**config.mk**
```make
export PLATFORM = sky130hd
export DESIGN_NAME = vctc_top
export DESIGN_NICKNAME = d
export VERILOG_FILES = /design/src/include/vctc_pkg.sv /design/src/hdl/vctc_top.sv
export SDC_FILE = /design/constraint.sdc
export NUM_CORES = 1
export LEC_CHECK = 0
export BUFFER_PORTS_ARGS = -buffer_cell sky130_fd_sc_hd__buf_2
export CAP_MARGIN = 20
export CORE_UTILIZATION = 60
export CTS_CLUSTER_SIZE = 40
export DETAILED_ROUTE_END_ITERATION = 8
export MAX_ROUTING_LAYER = met4
export PLACE_DENSITY = 0.84
export SYNTH_ARGS = -nofsm -noshare
export SYNTH_HDL_FRONTEND = slang
export SYNTH_SLANG_ARGS = --single-unit
```
**constraint.sdc**
```tcl
create_clock -name clk_sys -period 5.6 [get_ports clk_sys]
set_clock_uncertainty 0.15 [all_clocks]
set_input_delay 1.12 -clock clk_sys [delete_from_list [all_inputs] [get_ports clk_sys]]
set_output_delay 1.12 -clock clk_sys [all_outputs]
set_load 0.02 [all_outputs]
```
**src/include/vctc_pkg.sv**
```systemverilog
// Purpose: Constants and carriers for the coarse tune configuration block
// Assumes: One 8-bit register reached through a simple parallel write strobe, read back without a strobe
// Notes:
package vctc_pkg;
   localparam int unsigned CLK_HZ = 32'h017d7840;
   localparam int REG_W = 8;
   localparam int TRIM_LSB = 0;
   localparam int TRIM_W = 2;
   localparam int UNLOCK_BIT = 2;
   localparam int DLY_LSB = 4;
   localparam int DLY_W = 3;
   localparam int CNT_W = 16;
   localparam logic [DLY_W-1:0] DLY_RST = 3'h2;
   localparam logic [TRIM_W-1:0] TRIM_RST = 2'h1;
   localparam logic UNLOCK_RST = 1'b1;
   localparam logic [CNT_W-1:0] CNT_ZERO = 16'h0000;
   localparam logic [CNT_W-1:0] CNT_ONE = 16'h0001;
   localparam logic [CNT_W-1:0] DLY_C0 = 16'h04b0;
   localparam logic [CNT_W-1:0] DLY_C1 = 16'h09c4;
   localparam logic [CNT_W-1:0] DLY_C2 = 16'h0fa0;
   localparam logic [CNT_W-1:0] DLY_C3 = 16'h1900;
   localparam logic [CNT_W-1:0] DLY_C4 = 16'h3d09;
   localparam logic [CNT_W-1:0] DLY_C5 = 16'h6e23;
   localparam logic [CNT_W-1:0] DLY_C6 = 16'h8647;

   typedef struct packed {
      logic [DLY_W-1:0] dly_sel;
      logic unlock;
      logic [TRIM_W-1:0] trim;
   } vctc_cfg_t;

   typedef enum logic [1:0] {
      VCTC_IDLE = 2'b00,
      VCTC_WAIT = 2'b01,
      VCTC_SRCH = 2'b10
   } vctc_state_t;
endpackage

```
**src/hdl/vctc_top.sv**
```systemverilog
// Purpose: Coarse tune configuration register and calibration start-up delay
// Assumes: All inputs synchronous to clk_sys; nvm_load pulses once at start-up
// Notes: Delay counts are cycles of clk_sys as the reference clock
`timescale 1ns/1ns
module vctc_top #(
   parameter logic [15:0] DLY_SCALE_DIV = 16'h0001
) (
   input wire logic clk_sys,
   input wire logic rst_n,
   input wire logic reg_wr,
   input wire logic [7:0] reg_wdata,
   output logic [7:0] reg_rdata,
   input wire logic nvm_load,
   input wire logic [1:0] nvm_trim,
   input wire logic nvm_unlock,
   input wire logic trim_cal_en,
   input wire logic [1:0] cal_trim,
   input wire logic cal_start,
   output logic search_go,
   output logic [1:0] vco_trim_out
);
   vctc_pkg::vctc_cfg_t cfg_r;
   vctc_pkg::vctc_state_t state_r;
   logic [vctc_pkg::CNT_W-1:0] cnt_r;
   logic [vctc_pkg::CNT_W-1:0] dly_cycles;
   logic [vctc_pkg::TRIM_W-1:0] wr_trim;
   logic wr_unlock;
   logic [vctc_pkg::DLY_W-1:0] wr_dly;
   logic [vctc_pkg::REG_W-1:0] rd_img;

   // Write data fields and readback image
   assign wr_trim = reg_wdata[vctc_pkg::TRIM_LSB +: vctc_pkg::TRIM_W];
   assign wr_unlock = reg_wdata[vctc_pkg::UNLOCK_BIT];
   assign wr_dly = reg_wdata[vctc_pkg::DLY_LSB +: vctc_pkg::DLY_W];
   assign rd_img = {1'b0, cfg_r.dly_sel, 1'b0, cfg_r.unlock, cfg_r.trim};

   // Select delay; code 7 maps to the longest
   always_comb begin
      unique case (cfg_r.dly_sel)
         3'h0: dly_cycles = vctc_pkg::DLY_C0;
         3'h1: dly_cycles = vctc_pkg::DLY_C1;
         3'h2: dly_cycles = vctc_pkg::DLY_C2;
         3'h3: dly_cycles = vctc_pkg::DLY_C3;
         3'h4: dly_cycles = vctc_pkg::DLY_C4;
         3'h5: dly_cycles = vctc_pkg::DLY_C5;
         3'h6: dly_cycles = vctc_pkg::DLY_C6;
         default: dly_cycles = vctc_pkg::DLY_C6;
      endcase
   end

   // Register writes and factory load
   always_ff @(posedge clk_sys or negedge rst_n) begin
      if (!rst_n) begin
         cfg_r.dly_sel <= vctc_pkg::DLY_RST;
         cfg_r.unlock <= vctc_pkg::UNLOCK_RST;
         cfg_r.trim <= vctc_pkg::TRIM_RST;
      end else if (nvm_load) begin
         cfg_r.trim <= nvm_trim;
         cfg_r.unlock <= nvm_unlock;
      end else if (reg_wr) begin
         cfg_r.dly_sel <= wr_dly;
         cfg_r.unlock <= wr_unlock;
         if (cfg_r.unlock) begin
            cfg_r.trim <= wr_trim;
         end
      end
   end

   // Readback, reserved bits zero
   always_ff @(posedge clk_sys or negedge rst_n) begin
      if (!rst_n) begin
         reg_rdata <= 8'h00;
      end else begin
         reg_rdata <= rd_img;
      end
   end

   // Applied tuning
   always_ff @(posedge clk_sys or negedge rst_n) begin
      if (!rst_n) begin
         vco_trim_out <= vctc_pkg::TRIM_RST;
      end else begin
         vco_trim_out <= trim_cal_en ? cal_trim : cfg_r.trim;
      end
   end

   // Start-up delay sequencer
   always_ff @(posedge clk_sys or negedge rst_n) begin
      if (!rst_n) begin
         state_r <= vctc_pkg::VCTC_IDLE;
         cnt_r <= vctc_pkg::CNT_ZERO;
         search_go <= 1'b0;
      end else begin
         search_go <= 1'b0;
         unique case (state_r)
            vctc_pkg::VCTC_IDLE: begin
               if (cal_start) begin
                  cnt_r <= dly_cycles;
                  state_r <= vctc_pkg::VCTC_WAIT;
               end
            end
            vctc_pkg::VCTC_WAIT: begin
               if (cnt_r <= DLY_SCALE_DIV) begin
                  state_r <= vctc_pkg::VCTC_SRCH;
                  search_go <= 1'b1;
               end else begin
                  cnt_r <= cnt_r - DLY_SCALE_DIV;
               end
            end
            vctc_pkg::VCTC_SRCH: begin
               if (!cal_start) begin
                  state_r <= vctc_pkg::VCTC_IDLE;
               end
            end
            default: state_r <= vctc_pkg::VCTC_IDLE;
         endcase
      end
   end
endmodule

```
* After elaboration in Yosys (flattened, before gate mapping) *
Index checks and enable logic that the tools add are counted.

word-level totals
  bits in registers = 33
  bits of input ports = 19
  output and inout bits = 11
  logic and storage cells = 45

cells by class
  $add $sub $neg = 1
  $lt $le $gt $ge = 1
  equality and inequality tests = 11
  mux-type cells = 14
  bitwise logic cells = 1
  reductions and logical operators = 9

operators by type and width
  cell                   number
  $pmux 16 s6            1
  $mux 16                2
  $pmux 16 s2            1
  $le 16x1->1 const B    1
  $sub 16x1->16 const B  1
  $mux 2                 5
  $ne 2x2->1 const B     4
  $eq 3x2->1 const B     2
  $eq 3x3->1 const B     2
  $mux 3                 2
  $pmux 2 s3             1
  $reduce_and 3->1       2
  $reduce_bool 2->1      3
  $reduce_and 2->1       2
  $eq 3x1->1 const B     1
  $logic_not 3->1        1
  $eq 2x1->1 const B     1
  $eq 2x2->1 const B     1
  $logic_not 2->1        1
  $mux 1                 2
  $not 1->1              1

* Logic depth before layout (Yosys ltp) *
  word-level depth = 4
  gate-level depth with buffers = 9
  gate-level depth less buffers = 8

* Least setup slack after synthesis *
Ideal clock, no wire load.

  kind = reg-to-reg
  start point = register cnt_r[4] (netlist name)
  end point = register cnt_r[11] (netlist name)
  library setup time = 0.121 ns
  arrival = 2.118 ns
  required time = 5.329 ns
  path slack = 3.211 ns
  cell stages (with the launch flop) = 8
  buffers on the path = 2
  clock period less this slack = 2.389 ns
  cell sequence = dfrtp_1 -> or4_1 -> buf_2 -> or4_4 -> o31ai_4 -> buf_6 -> inv_4 -> a22o_1

between the ends
  cells in the longest elaborated chain, start to end = 3
  elaborated cells between the ends (all ways) = 6
  those cells by class = add/sub: 1; order compare: 1; eq/ne: 1; mux: 2; reduce/logical: 1

ends and longest elaborated chain
  item                                                    RTL line                          RTL
  start: declaration                                      vctc_top.sv:24                    logic [vctc_pkg::CNT_W-1:0] cnt_r;
  start signal: assignment                                vctc_top.sv:91                    cnt_r <= vctc_pkg::CNT_ZERO;
  start signal: assignment                                vctc_top.sv:98                    cnt_r <= dly_cycles;
  start signal: assignment                                vctc_top.sv:107                   cnt_r <= cnt_r - DLY_SCALE_DIV;
  $sub 16x1->16 / $le 16x1->1 (equally long branches)     vctc_top.sv:107, vctc_top.sv:103
  $mux 16 / $ne 2x2->1 (equally long branches)            --
  $pmux 16 s2 / $reduce_and 3->1 (equally long branches)  --

Parallel ways exist; a longest one is shown, timed or not. The select of a mux whose other input is x is not followed.
A chain may end at the register's enable or synchronous reset.

* Final worst setup path *
  start point = register cnt_r[4] (netlist name)
  end point = register cnt_r[0] (netlist name)

between the ends
  cells in the longest elaborated chain, start to end = 3

ends and longest elaborated chain
  item                        RTL line         RTL
  $le 16x1->1                 vctc_top.sv:103  if (cnt_r <= DLY_SCALE_DIV) begin
  $ne 2x2->1 (no line)        --
  $reduce_and 3->1 (no line)  --

No other way between the ends.

==> out/qor.yml <==
p_total_mw: 0.7417
diodes: 0
share_comb_of_total_power_pct: 31.9
final_cell_mix: "o21ai_0 (30), dfrtp_1 (29), buf_2 (25)"
slew_headroom_pct: 43.84
seqPwrFrac_pct: 51.0
ys_types: 41
io_buffers: 25
multiInputGateArea_um2: 884.6
rsz0062_at_grt: "false"
drv_cap: 0
synth_top_area_share_pct: 40.50
drt-total-wl_um: 3740
grt.overflow.total: 0
num_vias: 1554
required_ns: 5.65
cts_buffer_depth: 2
grt_usage_pct: 26.81
grt_pass1_vias: 1430
htreeDepth: 2
criticalPathCategory: "register to register"
synthTopCellsByArea: "dfrtp_1 (41%), o21ai_0 (8.4%), dfstp_2 (5.9%), ha_1 (4.2%), nor2_1 (4.0%)"
antenna_found_initial: 0
hold_viol: 0
start_kind: "register"
p_per_area_nw_per_um2: 379.2
rows: 19
start_util_pct: 64.42
grt_pass1_wl_um: 6396
ys_seq_elements: 33
tritoncts: "yes"
syn-cell-area_um2: 1792
power_frac_clock_pct: 17.1
ys_async_sr_fraction_pct: 100.0
cts_inserted_buffers: 5
cts_hold_buffers: 0
arrival_ns: 3.04
yosysSeqAreaShare_pct: 46.37
synth_top_cell_by_area: "dfrtp_1"
regArea_um2: 830.8
max_freq_mhz: 335.0
dieWidth_um: 56.65
slowest_stage: "o31ai_4"
syn_inst: 191
drt_iter0_drc: 64
fin_crit_sh_pct: 53.30
cts_sinks: 33
dieHeight_um: 56.65
wl_per_cell_um: 15.20
hold_class: "register to register"
path_cells: "or4_1 -> or4_4 -> o31ai_4 -> inv_4 -> o211ai_1 -> o211ai_1"
num-fill-cells: 219
cts-root-buf: "clkbuf_4"
place_congestion: 0.8931
core_area_um2: 2781
synthFlopType: "dfrtp_1"
fin_area_um2: 1956
cts_resized: 0
syn_to_final_growth_pct: 9.148
cp_common_cell: "o211ai_1"
max_stage_delay_ns: 0.65
place_hpwl_um: 2665
switching_share_pct: 38.51
dieArea_um2: 3209
grt_max_degree: 34
via_per_inst: 6.317
setup_viol: 0
post_dp_cell_area_um2: 1904
tns_ns: 0
path_clk_slew_ns: 0.10
power.internal_mw: 0.4561
postCtsSetupBuffers: 0
p_switching_mw: 0.2856
worstPathMaxFanout: 20
avgSynthCellArea_um2: 9.381
outcome: "finished, final reports clean"
place_worst_setup_slack_ns: 2.686
synth_edf_count: 0
insertion_delay_ns: 0.33
worst_pin_slew_ns: 0.8407
drive_gt1_share_pct: 20.93
final_max_slew_viol_count: 0
pin_count: 30
leakagePower_nw: 0.8555
final_net_count: 239
drcViolationCount: 0
peakVddDrop_v: 0.0002958
crit_path_end_kind: "register"
synth_warnings: 0
drtAntennaViolNets: 0
dr.pass1.iters: 4
final_common_cell: "o21ai_0"
period_needed_ns: 2.985
fin_ws_ns: 2.615
## synthesized netlist by cell type, types with 3 or more instances
master and number:
o22a_1 3, nor2_1 19, a21oi_1 13, nor2b_1 3
ha_1 6, nand2_1 13, nand2b_1 7, mux2_2 3
o22ai_1 3, dfstp_2 4, o21ai_0 30, mux2i_1 5
inv_1 5, clkbuf_1 5, nor4_1 4, nor3_1 5
dfrtp_1 29
## state kept, by name, indices dropped and copies added, names as in the netlist
signal,flops
cfg_r,6
search_go,1
reg_rdata,6
cnt_r,16
vco_trim_out,2
state_r,2
## kinds of logic after synthesis
| logic type | after synthesis | synth area share, % |
|---|---|---|
| other | 1 | 0.2093 |
| buffers and inverters | 16 | 4.469 |
| multiplexers | 8 | 4.679 |
| flip-flops | 33 | 46.37 |
| AO/OA/AOI/OAI | 64 | 22.42 |
| adder cells (fa/ha/maj) | 6 | 4.190 |
| AND/OR/NAND/NOR | 63 | 17.67 |
## path summary, 6_finish.rpt
path,cells after the start,endpoint,slack [ns],from
max,6,cnt_r[0],2.62,cnt_r[4]
min,0,reg_rdata[1],0.26,cfg_r[1]
max reg2reg,6,cnt_r[0],2.62,cnt_r[4]
min reg2reg,0,reg_rdata[1],0.26,cfg_r[1]
max in group asynchronous,1,reg_rdata[0],4.20,rst_n
min in group asynchronous,1,cnt_r[11],0.65,rst_n
## critical path: cells and delay by family, from the launching register on
kind                   cells  cell delay [ns]
flip-flops                 1             0.44
buffers and inverters      1             0.15
AND/OR/NAND/NOR            2             1.19
AO/OA/AOI/OAI              3             0.92
## metal layers
| layer | track usage (%) | wire (um) |
|---|---|---|
| met5 | - | 0 |
| met4 | 10.80 | 63 |
| met3 | 4.608 | 235 |
| met2 | 42.52 | 1864 |
| met1 | 34.25 | 1578 |
## per-stage QoR
| step | hold WS (ns) | util (%) | cells |
|---|---|---|---|
| after floorplan | 0.2019 | - | 192 |
| after global placement | 0.2442 | 68.47 | 238 |
| after detailed placement | 0.2393 | 68.47 | 238 |
| after CTS | 0.2615 | 70.31 | 246 |
| after global routing | 0.2798 | 70.31 | 246 |
| final | 0.2612 | 70.31 | 246 |
## power groups by stage
stage                     clock, mW  combinational (mW)  sequential, mW
after floorplan                   0               0.185           0.363
after CTS                     0.127               0.235           0.374
after global routing          0.138               0.267           0.387
after detailed placement          0               0.234           0.379
final                         0.127               0.237           0.378
after global placement            0               0.225           0.373
## layout make-up
class | count | share of cell area (%)
clock buffer | 6 | 2.111
tap | 31 | 1.983
inverter | 6 | 1.280
sequential | 33 | 42.48
clock inverter | 2 | 0.5118
multi-input combinational | 143 | 45.23
timing repair buffer | 25 | 6.398
No activity file was read; power rests on OpenSTA's default activity.
